### config.mk
export PLATFORM = sky130hd
export DESIGN_NAME = dac_aux_ref_cal_config_regs
export DESIGN_NICKNAME = d
export VERILOG_FILES = /design/src/verilog/dac_aux_cfg_pkg.sv /design/src/verilog/dac_aux_ref_cal_config_regs.sv /design/src/verilog/serial_port_slave.sv
export SDC_FILE = /design/constraint.sdc
export NUM_CORES = 1
export LEC_CHECK = 0
export ABC_AREA = 1
export ABC_CLOCK_PERIOD_IN_PS = 2100
export BUFFER_PORTS_ARGS = -buffer_cell sky130_fd_sc_hd__buf_2
export CAP_MARGIN = 20
export CORE_ASPECT_RATIO = 0.8
export CORE_MARGIN = 1.5
export CORE_UTILIZATION = 45
export DETAILED_ROUTE_END_ITERATION = 10
export GPL_TIMING_DRIVEN = 0
export HOLD_SLACK_MARGIN = 0.12
export PLACE_DENSITY = 0.63
export SETUP_SLACK_MARGIN = 0.3
export SYNTH_ARGS = -nofsm -noshare
export SYNTH_HDL_FRONTEND = slang
export SYNTH_SLANG_ARGS = --single-unit
### constraint.sdc
create_clock -name sys_clk -period 2.1 [get_ports sys_clk]
set_input_delay 0.105 -clock sys_clk [delete_from_list [all_inputs] [get_ports sys_clk]]
set_output_delay 0.105 -clock sys_clk [all_outputs]
set_load 0.02 [all_outputs]
### src/verilog/dac_aux_cfg_pkg.sv
// Shared constants and carrier types for the auxiliary, reference and calibration configuration slice.
// Assumes one system clock (sys_clk) and register access over the serial control port only.
package dac_aux_cfg_pkg;

  // ****************************************************************
  // Register offsets (5-bit serial port address space)
  // ****************************************************************
  localparam logic [4:0] ADDR_AUX_I_LEVEL_LOW   = 5'h09;
  localparam logic [4:0] ADDR_AUX_I_CONTROL     = 5'h0A;
  localparam logic [4:0] ADDR_AUX_Q_LEVEL_LOW   = 5'h0B;
  localparam logic [4:0] ADDR_AUX_Q_CONTROL     = 5'h0C;
  localparam logic [4:0] ADDR_REFERENCE_TRIM    = 5'h0D;
  localparam logic [4:0] ADDR_CALIBRATION_CTRL  = 5'h0E;

  // ****************************************************************
  // Field positions
  // ****************************************************************
  localparam int AUX_ENABLE_BIT      = 7;
  localparam int AUX_SPAN_HI         = 6;
  localparam int AUX_SPAN_LO         = 5;
  localparam int AUX_TOP_HI          = 4;
  localparam int AUX_TOP_LO          = 2;
  localparam int AUX_LEVEL_MSB_HI    = 1;
  localparam int AUX_LEVEL_MSB_LO    = 0;
  localparam int TRIM_HI             = 5;
  localparam int CAL_Q_PRELOAD_BIT   = 7;
  localparam int CAL_I_PRELOAD_BIT   = 6;
  localparam int CAL_Q_SELECT_BIT    = 5;
  localparam int CAL_I_SELECT_BIT    = 4;
  localparam int CAL_GATE_BIT        = 3;
  localparam int CAL_DIV_HI          = 2;
  localparam int CAL_DIV_LO          = 0;

  // ****************************************************************
  // Reset values and fixed codes
  // ****************************************************************
  localparam logic [7:0] RESET_LEVEL_LOW        = 8'h00;
  localparam logic [7:0] RESET_AUX_CONTROL      = 8'h00;
  localparam logic [5:0] RESET_TRIM             = 6'h00;
  localparam logic [7:0] RESET_CAL_CONTROL      = 8'h00;
  localparam logic [7:0] READ_UNMAPPED          = 8'h00;
  localparam logic [5:0] PRELOAD_FIXED          = 6'h20;
  // Half period in DAC clocks for divide by 256; each code step halves it
  localparam logic [7:0] CAL_HALF_PERIOD_MAX    = 8'h80;

  // ****************************************************************
  // Serial port framing
  // ****************************************************************
  localparam logic [4:0] SPI_INSTR_BITS         = 5'h08;
  localparam logic [4:0] SPI_FRAME_BITS         = 5'h10;
  localparam int         SPI_RW_BIT             = 7;

  // ****************************************************************
  // Carrier types
  // ****************************************************************
  typedef struct packed {
    logic       enable;
    logic [1:0] span;
    logic [2:0] top_of_range;
    logic [9:0] level_word;
  } aux_channel_s;

  typedef struct packed {
    logic       wr_en;
    logic [4:0] addr;
    logic [7:0] wdata;
  } reg_write_s;

  typedef struct packed {
    logic       q_preload_source;
    logic       i_preload_source;
    logic       q_selfcal_select;
    logic       i_selfcal_select;
    logic [5:0] q_preload_reference;
    logic [5:0] i_preload_reference;
  } cal_setup_s;

endpackage : dac_aux_cfg_pkg

### src/verilog/dac_aux_ref_cal_config_regs.sv
// Auxiliary output, reference trim and calibration control registers of a dual converter.
// Assumes the serial port pins are asynchronous to sys_clk, which is the DAC clock.
`timescale 1ns/1ps
module dac_aux_ref_cal_config_regs
(
  input  wire logic                         sys_clk,
  input  wire logic                         rst,
  input  wire logic                         csb_n,
  input  wire logic                         sclk,
  input  wire logic                         sdio_in,
  output logic                              sdio_out,
  output logic                              sdio_oe,
  input  wire logic [5:0]                   cal_address1_value,
  output dac_aux_cfg_pkg::aux_channel_s     aux_i,
  output dac_aux_cfg_pkg::aux_channel_s     aux_q,
  output logic [5:0]                        reference_trim_code,
  output dac_aux_cfg_pkg::cal_setup_s       cal_setup,
  output logic                              cal_clock_gate,
  output logic [2:0]                        cal_clock_divider,
  output logic                              cal_clock
);
  import dac_aux_cfg_pkg::*;

  // ****************************************************************
  // Serial control port
  // ****************************************************************
  logic [4:0]  rd_addr;
  logic [7:0]  rd_data;
  reg_write_s  wr;

  serial_port_slave u_port
  (
    .sys_clk  (sys_clk),
    .rst      (rst),
    .csb_n    (csb_n),
    .sclk     (sclk),
    .sdio_in  (sdio_in),
    .sdio_out (sdio_out),
    .sdio_oe  (sdio_oe),
    .rd_addr  (rd_addr),
    .rd_data  (rd_data),
    .wr       (wr)
  );

  // ****************************************************************
  // Register storage
  // ****************************************************************
  logic [7:0] aux_i_level_low;
  logic [7:0] aux_i_control;
  logic [7:0] aux_q_level_low;
  logic [7:0] aux_q_control;
  logic [5:0] reference_trim;
  logic [7:0] calibration_control;

  always_ff @(posedge sys_clk)
  begin
    if (rst)
    begin
      aux_i_level_low <= RESET_LEVEL_LOW;
      aux_i_control   <= RESET_AUX_CONTROL;
    end
    else if (wr.wr_en)
    begin
      if (wr.addr == ADDR_AUX_I_LEVEL_LOW)
        aux_i_level_low <= wr.wdata;
      if (wr.addr == ADDR_AUX_I_CONTROL)
        aux_i_control <= wr.wdata;
    end
  end

  always_ff @(posedge sys_clk)
  begin
    if (rst)
    begin
      aux_q_level_low <= RESET_LEVEL_LOW;
      aux_q_control   <= RESET_AUX_CONTROL;
    end
    else if (wr.wr_en)
    begin
      if (wr.addr == ADDR_AUX_Q_LEVEL_LOW)
        aux_q_level_low <= wr.wdata;
      if (wr.addr == ADDR_AUX_Q_CONTROL)
        aux_q_control <= wr.wdata;
    end
  end

  always_ff @(posedge sys_clk)
  begin
    if (rst)
      reference_trim <= RESET_TRIM;
    else if (wr.wr_en && wr.addr == ADDR_REFERENCE_TRIM)
      reference_trim <= wr.wdata[TRIM_HI:0];
  end

  always_ff @(posedge sys_clk)
  begin
    if (rst)
      calibration_control <= RESET_CAL_CONTROL;
    else if (wr.wr_en && wr.addr == ADDR_CALIBRATION_CTRL)
      calibration_control <= wr.wdata;
  end

  // ****************************************************************
  // Read back
  // ****************************************************************
  // read last written, except trim bits 7:6 read as zero
  always_comb
  begin
    case (rd_addr)
      ADDR_AUX_I_LEVEL_LOW:  rd_data = aux_i_level_low;
      ADDR_AUX_I_CONTROL:    rd_data = aux_i_control;
      ADDR_AUX_Q_LEVEL_LOW:  rd_data = aux_q_level_low;
      ADDR_AUX_Q_CONTROL:    rd_data = aux_q_control;
      // Reserved bits 7:6 read as zero
      ADDR_REFERENCE_TRIM:   rd_data = {2'b00, reference_trim};
      ADDR_CALIBRATION_CTRL: rd_data = calibration_control;
      default:               rd_data = READ_UNMAPPED;
    endcase
  end

  // ****************************************************************
  // Analog control outputs
  // ****************************************************************
  // Registered so the analog controls never see decode glitches
  always_ff @(posedge sys_clk)
  begin
    if (rst)
    begin
      aux_i               <= '0;
      aux_q               <= '0;
      reference_trim_code <= RESET_TRIM;
    end
    else
    begin
      aux_i.enable        <= aux_i_control[AUX_ENABLE_BIT];
      aux_i.span          <= aux_i_control[AUX_SPAN_HI:AUX_SPAN_LO];
      aux_i.top_of_range  <= aux_i_control[AUX_TOP_HI:AUX_TOP_LO];
      aux_i.level_word    <= {aux_i_control[AUX_LEVEL_MSB_HI:AUX_LEVEL_MSB_LO], aux_i_level_low};
      aux_q.enable        <= aux_q_control[AUX_ENABLE_BIT];
      aux_q.span          <= aux_q_control[AUX_SPAN_HI:AUX_SPAN_LO];
      aux_q.top_of_range  <= aux_q_control[AUX_TOP_HI:AUX_TOP_LO];
      aux_q.level_word    <= {aux_q_control[AUX_LEVEL_MSB_HI:AUX_LEVEL_MSB_LO], aux_q_level_low};
      reference_trim_code <= reference_trim;
    end
  end

  // ****************************************************************
  // Calibration setup
  // ****************************************************************
  always_ff @(posedge sys_clk)
  begin
    if (rst)
    begin
      cal_setup         <= '0;
      // fixed preload in reset
      // Source bits are cleared, so the references must already show the fixed value
      cal_setup.q_preload_reference <= PRELOAD_FIXED;
      cal_setup.i_preload_reference <= PRELOAD_FIXED;
      cal_clock_gate    <= 1'b0;
      cal_clock_divider <= '0;
    end
    else
    begin
      cal_setup.q_preload_source <= calibration_control[CAL_Q_PRELOAD_BIT];
      cal_setup.i_preload_source <= calibration_control[CAL_I_PRELOAD_BIT];
      cal_setup.q_selfcal_select <= calibration_control[CAL_Q_SELECT_BIT];
      cal_setup.i_selfcal_select <= calibration_control[CAL_I_SELECT_BIT];
      cal_setup.q_preload_reference <= calibration_control[CAL_Q_PRELOAD_BIT] ? cal_address1_value
                                                                                : PRELOAD_FIXED;
      cal_setup.i_preload_reference <= calibration_control[CAL_I_PRELOAD_BIT] ? cal_address1_value
                                                                                : PRELOAD_FIXED;
      cal_clock_gate    <= calibration_control[CAL_GATE_BIT];
      cal_clock_divider <= calibration_control[CAL_DIV_HI:CAL_DIV_LO];
    end
  end

  // ****************************************************************
  // Calibration clock divider
  // ****************************************************************
  // Codes 000 to 111 give divide by 256 down to divide by 2
  logic [7:0] half_period;
  logic [7:0] div_count;
  logic [7:0] terminal_count;

  assign half_period    = CAL_HALF_PERIOD_MAX >> calibration_control[CAL_DIV_HI:CAL_DIV_LO];
  assign terminal_count = half_period - 8'h01;

  always_ff @(posedge sys_clk)
  begin
    if (rst || !calibration_control[CAL_GATE_BIT])
    begin
      div_count <= '0;
      cal_clock <= 1'b0;
    end
    else if (div_count >= terminal_count)
    begin
      // >= so a smaller ratio written mid-count wraps at once
      div_count <= '0;
      cal_clock <= ~cal_clock;
    end
    else
      div_count <= div_count + 8'h01;
  end

endmodule : dac_aux_ref_cal_config_regs

### src/verilog/serial_port_slave.sv
// Three-wire serial control port slave: 16-bit frames, instruction byte then one data byte.
// Assumes sclk is slow against sys_clk (each sclk phase at least six sys_clk periods).
`timescale 1ns/1ps
module serial_port_slave
(
  input  wire logic                         sys_clk,
  input  wire logic                         rst,
  input  wire logic                         csb_n,
  input  wire logic                         sclk,
  input  wire logic                         sdio_in,
  output logic                              sdio_out,
  output logic                              sdio_oe,
  output logic [4:0]                        rd_addr,
  input  wire logic [7:0]                   rd_data,
  output dac_aux_cfg_pkg::reg_write_s       wr
);
  import dac_aux_cfg_pkg::*;

  // ****************************************************************
  // Pin synchronisers
  // ****************************************************************
  // Stage 0 is the first flop; only stage 1 reads it
  logic [2:0] s0;
  logic [2:0] s1;
  logic [2:0] s2;
  logic [2:0] filt;
  logic [2:0] filt_d;

  always_ff @(posedge sys_clk)
  begin
    s0 <= {csb_n, sclk, sdio_in};
    s1 <= s0;
    s2 <= s1;
  end

  // A change counts once stages 1 and 2 agree
  genvar g;
  generate
    for (g = 0; g < 3; g++)
    begin : g_filt
      always_ff @(posedge sys_clk)
      begin
        if (rst)
          filt[g] <= (g == 2) ? 1'b1 : 1'b0;
        else if (s1[g] == s2[g])
          filt[g] <= s2[g];
      end
    end
  endgenerate

  always_ff @(posedge sys_clk)
  begin
    if (rst)
      filt_d <= 3'b100;
    else
      filt_d <= filt;
  end

  logic csb_q;
  logic sclk_rise;
  logic sclk_fall;
  assign csb_q     = filt[2];
  assign sclk_rise = filt[1] & ~filt_d[1] & ~csb_q;
  assign sclk_fall = ~filt[1] & filt_d[1] & ~csb_q;

  // ****************************************************************
  // Frame shifter
  // ****************************************************************
  logic [4:0]  bit_cnt;
  logic [15:0] in_shift;
  logic [7:0]  out_shift;
  logic        reading;
  logic [15:0] next_in_shift;

  assign next_in_shift = {in_shift[14:0], filt[0]};
  assign rd_addr       = in_shift[4:0];

  always_ff @(posedge sys_clk)
  begin
    if (rst || csb_q)
    begin
      bit_cnt  <= '0;
      in_shift <= '0;
      reading  <= 1'b0;
      wr       <= '0;
    end
    else
    begin
      wr.wr_en <= 1'b0;
      // Bits past the first frame are ignored until chip select rises
      if (sclk_rise && bit_cnt < SPI_FRAME_BITS)
      begin
        in_shift <= next_in_shift;
        bit_cnt  <= bit_cnt + 5'h01;
        if (bit_cnt == SPI_INSTR_BITS - 5'h01)
          reading <= next_in_shift[SPI_RW_BIT];
        if (bit_cnt == SPI_FRAME_BITS - 5'h01 && !reading)
        begin
          wr.wr_en <= 1'b1;
          wr.addr  <= next_in_shift[12:8];
          wr.wdata <= next_in_shift[7:0];
        end
      end
    end
  end

  // Read data is captured once the address is complete, then shifted on falling edges
  always_ff @(posedge sys_clk)
  begin
    if (rst || csb_q)
    begin
      out_shift <= '0;
      sdio_out  <= 1'b0;
      sdio_oe   <= 1'b0;
    end
    else if (reading && bit_cnt == SPI_INSTR_BITS && !sdio_oe && sclk_fall)
    begin
      sdio_out  <= rd_data[7];
      out_shift <= {rd_data[6:0], 1'b0};
      sdio_oe   <= 1'b1;
    end
    else if (sdio_oe && sclk_fall)
    begin
      sdio_out  <= out_shift[7];
      out_shift <= {out_shift[6:0], 1'b0};
      sdio_oe   <= (bit_cnt < SPI_FRAME_BITS);
    end
  end

endmodule : serial_port_slave
== Word level (Yosys, flattened, before mapping) ==
Cells that the tools add are included.

* Register bits: 168
* Input bits: 11
* Output and inout port bits: 61
* Word-level logic and storage cells: 108

* Add/sub/neg operators: 3
* Magnitude comparators: 2
* Equality and inequality tests: 18
* Shifts and indexed selects: 1
* Multiplexer cells: 8
* Bitwise logic cells: 11
* Reductions and logical operators: 24

{| class="wikitable"
|+ Operators with widths
! kind !! number
|-
| $eq 5x4->1 const B || 14
|-
| $pmux 8 s6 || 1
|-
| $mux 8 || 2
|-
| $mux 14 || 1
|-
| $reduce_and 2->1 || 6
|-
| $add 8x1->8 const B || 1
|-
| $ge 8x8->1 || 1
|-
| $logic_and 1x1->1 || 8
|-
| $reduce_or 2->1 || 4
|-
| $shr 8x3->8 const A || 1
|-
| $sub 8x1->8 const B || 1
|-
| $not 1->1 || 7
|-
| $add 5x1->5 const B || 1
|-
| $eq 5x3->1 const B || 1
|-
| $lt 5x5->1 const B || 1
|-
| $and 1x1->1 || 4
|-
| $mux 1 || 4
|-
| $eq 1x1->1 || 3
|-
| $logic_not 1->1 || 3
|-
| $logic_or 1x1->1 || 2
|-
| $reduce_bool 2->1 || 1
|}

== Logic depth before layout (Yosys ltp) ==
Gate-level depths: netlist of run 1.

* Word-level depth: 6
* Gate-level depth with buffers: 15
* Gate-level depth less buffers: 15

== Modules after synthesis ==
Synthesis of run 1 repeated with hierarchy kept, for this count alone.

* Cells, all modules: 784
* Area total of the unflattened synthesis: 6304.8 µm²

{| class="wikitable"
|+ Modules (own cells, without submodules)
! module !! instances !! cells an instance !! area each (µm²) !! seq. area each (µm²)
|-
| dac_aux_ref_cal_config_regs || 1 || 516 || 4171.5 || 2262.2
|-
| serial_port_slave || 1 || 268 || 2133.3 || 1081.0
|}

== Worst setup path before layout of run 1 ==
Ideal clock, no wire load.

* Path kind: flip-flop to flip-flop
* Start: register calibration_control[1]
* End: register div_count[2]
* Library setup time: 82 ps
* Data arrival time: 1863 ps
* Data required time: 2018 ps
* Setup slack: 155 ps
* Cell stages (with the launch flop): 14
* Buffers on the path: 0
* Period minus slack after synthesis: 1945 ps
* Cell sequence: dfxtp_1 > nand2_1 > inv_1 > nand2_1 > ha_1 > inv_1 > nor2_1 > o221ai_1 > ha_1 > nand2_1 > nor2_1 > nand4_1 > nand4_1 > nor3_1

* Word-level cells in the longest chain between the ends: 4

{| class="wikitable"
|+ RTL lines
! item !! line !! text
|-
| start: declaration || dac_aux_ref_cal_config_regs.sv:53 || <nowiki>logic [7:0] calibration_control;</nowiki>
|-
| start signal: assignment || dac_aux_ref_cal_config_regs.sv:100 || <nowiki>calibration_control <= wr.wdata;</nowiki>
|-
| $shr 8x3->8 || dac_aux_ref_cal_config_regs.sv:185 || <nowiki>assign half_period = CAL_HALF_PERIOD_MAX >> calibration_control[CAL_DIV_HI:CAL_DIV_LO];</nowiki>
|-
| $sub 8x1->8 || dac_aux_ref_cal_config_regs.sv:186 || <nowiki>assign terminal_count = half_period - 8'h01;</nowiki>
|-
| $ge 8x8->1 || dac_aux_ref_cal_config_regs.sv:195 || <nowiki>else if (div_count >= terminal_count)</nowiki>
|-
| $reduce_or 2->1 (no source line) || -- ||
|-
| end signal: assignment || dac_aux_ref_cal_config_regs.sv:202 || <nowiki>div_count <= div_count + 8'h01;</nowiki>
|-
| end: declaration || dac_aux_ref_cal_config_regs.sv:182 || <nowiki>logic [7:0] div_count;</nowiki>
|}

No other way between the ends.
A chain may end at the register's enable or synchronous reset.

== Worst setup path in the final report of run 1 ==
* Start: register calibration_control[2]
* End: register div_count[2]

Same word-level chain as after synthesis.

==> impl_metrics.csv, run 1 <==
group,metric,value,unit
worst_setup_path,cp.buffers_inverters,4,
worst_setup_path,slowest_stage,"dfxtp_4",
floorplan,design.core.area,13000,um2
detailed_routing,first_pass_iters,5,
timing,rsz0062_at_grt,"true",
timing,finalCritPeriodShare,93.6,%
pwr,p_switching,1.28,mW
synthesis,ys_types,30,
synthesis,synth-edff-count,0,
place,port_buffers,71,
pwr,clockPowerShare,47.4,%
timing,tightest_slew,0.522,ns
synthesis,synth_ff_type,"dfxtp_1",
floorplan,start_util,46.5,%
final_layout,nets,875,
timing,slew_headroom,65.2,%
synthesis,seq_area_frac_synth,55.5,%
worst_setup_path,endpoint_kind,"register",
global_route,grt_util_all_layers,21.9,%
worst_setup_path,worst_path_most_repeated_cell,"inv_1",
final_layout,drive_gt1_share,18.9,%
cts,cts.sinks,167,
worst_setup_path,critical_path_arrival,2.32,ns
synthesis,avgSynthCellArea,8.15,um2
timing,period_needed,1.97,ns
synthesis,synth_cells,740,
synthesis,syn-num-nets,764,
pwr,p_leak,3.18,nW
floorplan,num_io_pins,72,
pwr,switching_share,20.4,%
cts,root_buffer,"clkbuf_16",
detailed_routing,finalWirelength,14700,um
timing,finalSetupViolCount,0,
place,gp_congestion,0.917,
cts,insertion_delay,0.43,ns
pwr,p_int,5.00,mW
floorplan,dieArea,14100,um2
place,place_inst,986,
global_route,overflow,0,
place,dp_hpwl,10300,um
synthesis,yosysMostFrequentCell,"dfxtp_1",
detailed_routing,wl_per_cell,14.1,um
worst_setup_path,max_stage_delay,0.40,ns
synthesis,synth_area_leader_cell,"dfxtp_1",
global_route,grt_max_degree,17,
floorplan,rows,37,
final_layout,antenna_cells,0,
synthesis,syn_area,6030,um2
cts,clk_pin_slew,0.06,ns
detailed_routing,route.vias.total,5120,
detailed_routing,viasPerCell,4.94,
synthesis,ys_warn_count,0,
final_layout,post-route-util,57.5,%
synthesis,synth_top_area_share,55.5,%
worst_setup_path,worst-setup-path-type,"register to register",
timing,fmax,509,MHz
synthesis,ys_seq_elements,167,
detailed_routing,drtIter0Drc,422,
worst_setup_path,start_kind,"register",
cts,cts_buffers,17,
final_layout,area_growth_syn_to_layout,23.6,%
floorplan,fp.dieH,107,um
final_layout,layout.cells.non_filler,1037,
synthesis,netlist_top_cells_area,"dfxtp_1 (55%), a21oi_1 (7.0%), nor2_1 (6.9%)",
detailed_routing,drc,0,
cts,ctsLongestPathBuffers,2,
worst_setup_path,crit_path_max_fanout,8,
cts,cts_tree,"done",
worst_setup_path,path_cells,"inv_1 > nor2_2 > nand2_1 > xor2_1 > inv_1 > ha_1 > nand2_1 > inv_1 > nand4_1 > nand4_1 > buf_6 > nor3_2",
outcome,status,"completed",
flow_run,drv_cap,0,
min_path,min_path_type,"primary input to register",
global_route,antenna_found_initial,0,
synthesis,async_reset_ff_share,0,%
global_route,grt_pass1_vias,4880,
pwr,p_comb_share,1.8,%
pwr,powerDensity,843,nW/um2
global_route,grt_pass1_wl,23900,um
detailed_routing,antenna_left,0,
cts,cts.htree.levels,4,
timing,clock_skew,0.0119,ns
timing,slew_viol_final,0,
worst_setup_path,required,2.45,ns
pwr,peakVddDrop,0.591,mV
synthesis,netlist_top_cells_count,"dfxtp_1 (167), nor2_1 (111), inv_1 (93), a21oi_1 (84), nand2_1 (77)",
pwr,sequentialPowerShare,50.7,%
worst_setup_path,cp_top_family,"simple AND/OR/NAND/NOR gates",
timing,hold_viol,0,
floorplan,die_w,132,um
==> routing by layer <==
layer | GRT usage [%] | vias up | share of wire [%]
li1 | - | 2602 | -
met1 | 28.9 | 2340 | 48
met2 | 34.5 | 158 | 44
met3 | 6.06 | 20 | 6.4
met4 | 7.93 | 0 | 1.8
met5 | 0 | - | 0
==> repair_timing <==
action	CTS	global route
endpoints found under the hold margin	18	0
hold buffers	11	0
cloned	0	0
setup buffers	5	5
pin swaps	9	2
setup endpoints to repair	11	17
gates resized for setup	22	8
==> power groups by stage <==
stage          logic, mW  registers (mW)  clock network (mW)
2_1_floorplan     0.0656            3.26                   0
3_3_place_gp      0.0977            3.26                   0
3_5_place_dp      0.0996            3.26                   0
4_1_cts            0.115            3.19                3.03
5_1_grt            0.131            3.19                3.19
6_report           0.116            3.19                2.98
==> sequential cells by signal, indices dropped and copies added (netlist names), 5 cells and up <==
name,flops
aux_i,16
aux_i_control,8
aux_i_level_low,8
aux_q,16
aux_q_control,8
aux_q_level_low,8
cal_setup,16
calibration_control,8
div_count,8
reference_trim,6
reference_trim_code,6
u_port.bit_cnt,5
u_port.in_shift,12
u_port.out_shift,7
u_port.wr,14
==> worst paths after layout <==
path	startpoint	end	slack (ns)	depth (start not counted)
worst min register to register	u_port.s0[2]$_DFF_P_	u_port.s1[2]$_DFF_P_	0.33	0
worst max register to register	calibration_control[2]$_SDFFE_PP0P_	div_count[2]$_SDFF_PP0_	0.13	12
worst max-delay path	calibration_control[2]$_SDFFE_PP0P_	div_count[2]$_SDFF_PP0_	0.13	12
worst min-delay path	sclk	u_port.s0[1]$_DFF_P_	0.32	2
==> layout by cell type, fill, tap and decap left out, types with 4 or more instances in the layout <==
master / n
ha_1: 12
nand2_2: 5
o22ai_1: 5
clkbuf_1: 17
nand3_1: 17
nor2_1: 107
clkbuf_16: 17
o21ai_0: 75
inv_1: 90
dlygate4sd3_1: 11
inv_2: 8
o21ai_1: 24
buf_4: 12
buf_2: 77
nand2_1: 74
nor3_2: 4
a21oi_1: 84
nor2_2: 7
dfxtp_1: 162
nand4_1: 5
clkinv_2: 6
xor2_1: 5
nor2_4: 5
==> cell families after synthesis <==
group,share of synthesized area [%]
compound gates,16.2
xor+xnor,0.872
fa+ha+maj,2.86
buf+inv,8.16
flops,55.5
other cells,0.0622
simple gates,16.4
==> per-stage QoR <==
step	setup TNS, ns	total power [mW]	hold slack, ns	setup slack, ns	instance area (um2)
after floorplan	0	3.32	0.133	0.190	6040
after global placement	-0.149	3.36	0.208	-0.0915	6610
after detailed placement	-0.683	3.36	0.210	-0.161	6610
after CTS	0	6.33	0.302	0.186	7390
after global routing	-0.00571	6.51	0.316	-0.00255	7450
final	0	6.28	0.316	0.134	7450
==> worst register-to-register path, cell delays in order (launching register included) <==
cell,delay (ns)
dfxtp_4,0.40
inv_1,0.14
nor2_2,0.20
nand2_1,0.09
xor2_1,0.15
inv_1,0.06
ha_1,0.26
nand2_1,0.08
inv_1,0.04
nand4_1,0.10
nand4_1,0.13
buf_6,0.17
nor3_2,0.09
==> area by class of cell <==
class	instances	area, um2
timing repair buffer	92	544
multi-input combinational	446	2260
inverter	101	387
buffer	26	118
fill	1197	5510
clock inverter	10	105
tap	175	219
sequential	167	3360
clock buffer	20	457
Power figures use the tool's default switching activity.
==> run 2: changes to the inputs <==
--- a/config.mk
+++ b/config.mk
@@ -16,6 +16,7 @@
 export GPL_TIMING_DRIVEN = 0
 export HOLD_SLACK_MARGIN = 0.12
 export PLACE_DENSITY = 0.63
+export REMOVE_ABC_BUFFERS = 1
 export SETUP_SLACK_MARGIN = 0.3
 export SYNTH_ARGS = -nofsm -noshare
 export SYNTH_HDL_FRONTEND = slang
==> impl_metrics.csv, run 2 (synthesis gave the netlist of run 1 again) <==
group,metric,value,unit
detailed_routing,finalWirelength,13500,um
global_route,antenna_found_initial,0,
timing,hold_slack,0.263,ns
flow_run,drv_cap,0,
floorplan,rows,37,
final_layout,antenna_cells,0,
worst_setup_path,endpoint_kind,"register",
place,port_buffers,71,
global_route,overflow,0,
worst_setup_path,cp.buffers_inverters,3,
final_layout,layout.cells.non_filler,1014,
worst_setup_path,max_stage_delay,0.39,ns
global_route,grt_pass1_wl,22300,um
detailed_routing,viasPerCell,4.89,
worst_setup_path,start_kind,"register",
place,place_inst,962,
final_layout,stdcell_area,7420,um2
final_layout,fill_cells,1171,
floorplan,design.core.area,13000,um2
final_layout,largestRegisters,"aux_i x16, aux_q x16, cal_setup x16",
floorplan,die_w,132,um
cts,root_buffer,"clkbuf_16",
cts,ctsLongestPathBuffers,2,
timing,hold_viol,0,
timing,slew_headroom,53.4,%
place,gp_congestion,0.846,
floorplan,dieArea,14100,um2
place,postPlaceCellArea,6530,um2
detailed_routing,drtIter0Drc,335,
final_layout,drive_gt1_share,19.2,%
worst_setup_path,slowest_stage,"dfxtp_4",
timing,finalCritPeriodShare,96.2,%
pwr,p_leak,3.15,nW
final_layout,final_common_cell,"dfxtp_1",
floorplan,fp.dieH,107,um
final_layout,post-route-util,57.2,%
timing,fmax,495,MHz
place,dp_hpwl,9030,um
cts,cts_buffers,17,
timing,slew_viol_final,0,
cts,insertion_delay,0.42,ns
global_route,grt_util_all_layers,20.2,%
outcome,status,"completed",
worst_setup_path,critical_path_arrival,2.34,ns
worst_setup_path,path_cells,"nand2_4 > inv_4 > nand2_4 > ha_4 > inv_4 > nor2_4 > xor2_1 > ha_1 > nand2_1 > nor2_4 > nand4_1 > nand4_1 > buf_6 > nor3_2",
detailed_routing,drc,0,
worst_setup_path,cp_top_family,"simple AND/OR/NAND/NOR gates",
final_layout,area_growth_syn_to_layout,23.1,%
detailed_routing,wl_per_cell,13.4,um
cts,cts.htree.levels,4,
floorplan,num_io_pins,72,
global_route,grt_max_degree,51,
global_route,grt_pass1_vias,4751,
worst_setup_path,crit_path_max_fanout,8,
final_layout,layout_common_cells,"dfxtp_1 (164), nor2_1 (106), inv_1 (89)",
cts,cts.sinks,167,
timing,period_needed,2.02,ns
floorplan,start_util,46.5,%
worst_setup_path,worst-setup-path-type,"register to register",
detailed_routing,antenna_left,0,
worst_setup_path,required,2.42,ns
pwr,powerDensity,841,nW/um2
cts,clk_pin_slew,0.06,ns
timing,finalSetupViolCount,0,
cts,cts_tree,"done",
timing,tightest_slew,0.698,ns
timing,rsz0062_at_grt,"true",
final_layout,nets,850,
pwr,peakVddDrop,0.660,mV
detailed_routing,route.vias.total,4956,
min_path,min_path_type,"primary input to register",
pwr,power.total,6.24,mW
timing,clock_skew,0.00999,ns
detailed_routing,first_pass_iters,4,
## run 2: cell count changes in the layout (fill, tap and decap cells not counted), moves of 2 or more
cell           change
clkbuf_1          -14
buf_2              -7
buf_4              -4
nand3_1            -4
nand3_2            +4
clkbuf_8           +2
dfxtp_1            +2
dfxtp_2            -2
dlygate4sd3_1      -2
## run 2: timing repair
item                       4_1_cts  5_1_grt
cloned                           0        0
hold endpoints to repair        15        0
hold buffers                     9        0
buffers inserted                 7        4
setup endpoints to repair       24       57
pin swaps                       10       14
resized for setup               28       14
## run 2: cell type report
cell class,instances,area [um2],share of cell area [%]
clock buffers,24,492,6.63
inverters,101,387,5.21
repair buffers,93,593,7.99
multi-input cells,446,2300,31.0
clock inverters,8,71.3,0.961
flip-flops and latches,167,3350,45.2
well taps,175,219,2.95
## run 2: metal layers
layer	share of wire, %	wire [um]	GRT usage, %
met1	48	6520	25.5
met2	46	6200	32.1
met3	4.0	542	6.20
met4	2.1	285	8.95
met5	0	0	0
## run 2: worst register-to-register path, delay by kind of cell (launching register included)
family	cells	cell delay, ns
and+or+nand+nor	8	0.68
adders and majority gates	2	0.43
DFF	1	0.39
buffers and inverters	3	0.28
xor gates and xnor gates	1	0.14
## run 2: through the flow
stage / TNS (ns) / setup slack, ns
global placement: -2.64 / -0.239
detailed placement: -1.64 / -0.229
floorplan: 0 / 0.155
global route: -0.106 / -0.0182
finish: 0 / 0.0789
CTS: 0 / 0.144
## run 2: path summary, 6_finish.rpt
kind / start / end / slack (ns) / cells past startpoint
worst max-delay path: calibration_control[0]$_SDFFE_PP0P_ / div_count[2]$_SDFF_PP0_ / 0.08 / 14
worst min-delay path: rst / reference_trim_code[1]$_SDFF_PP0_ / 0.26 / 2
worst max register to register: calibration_control[0]$_SDFFE_PP0P_ / div_count[2]$_SDFF_PP0_ / 0.08 / 14
worst min register to register: u_port.s0[0]$_DFF_P_ / u_port.s1[0]$_DFF_P_ / 0.33 / 0
## run 2: report_power, final
group	leakage, nW	switching (mW)	internal (mW)
Sequential	1.35	0.00781	3.18
Clock	0.280	1.19	1.75
Combinational	1.52	0.0676	0.0432
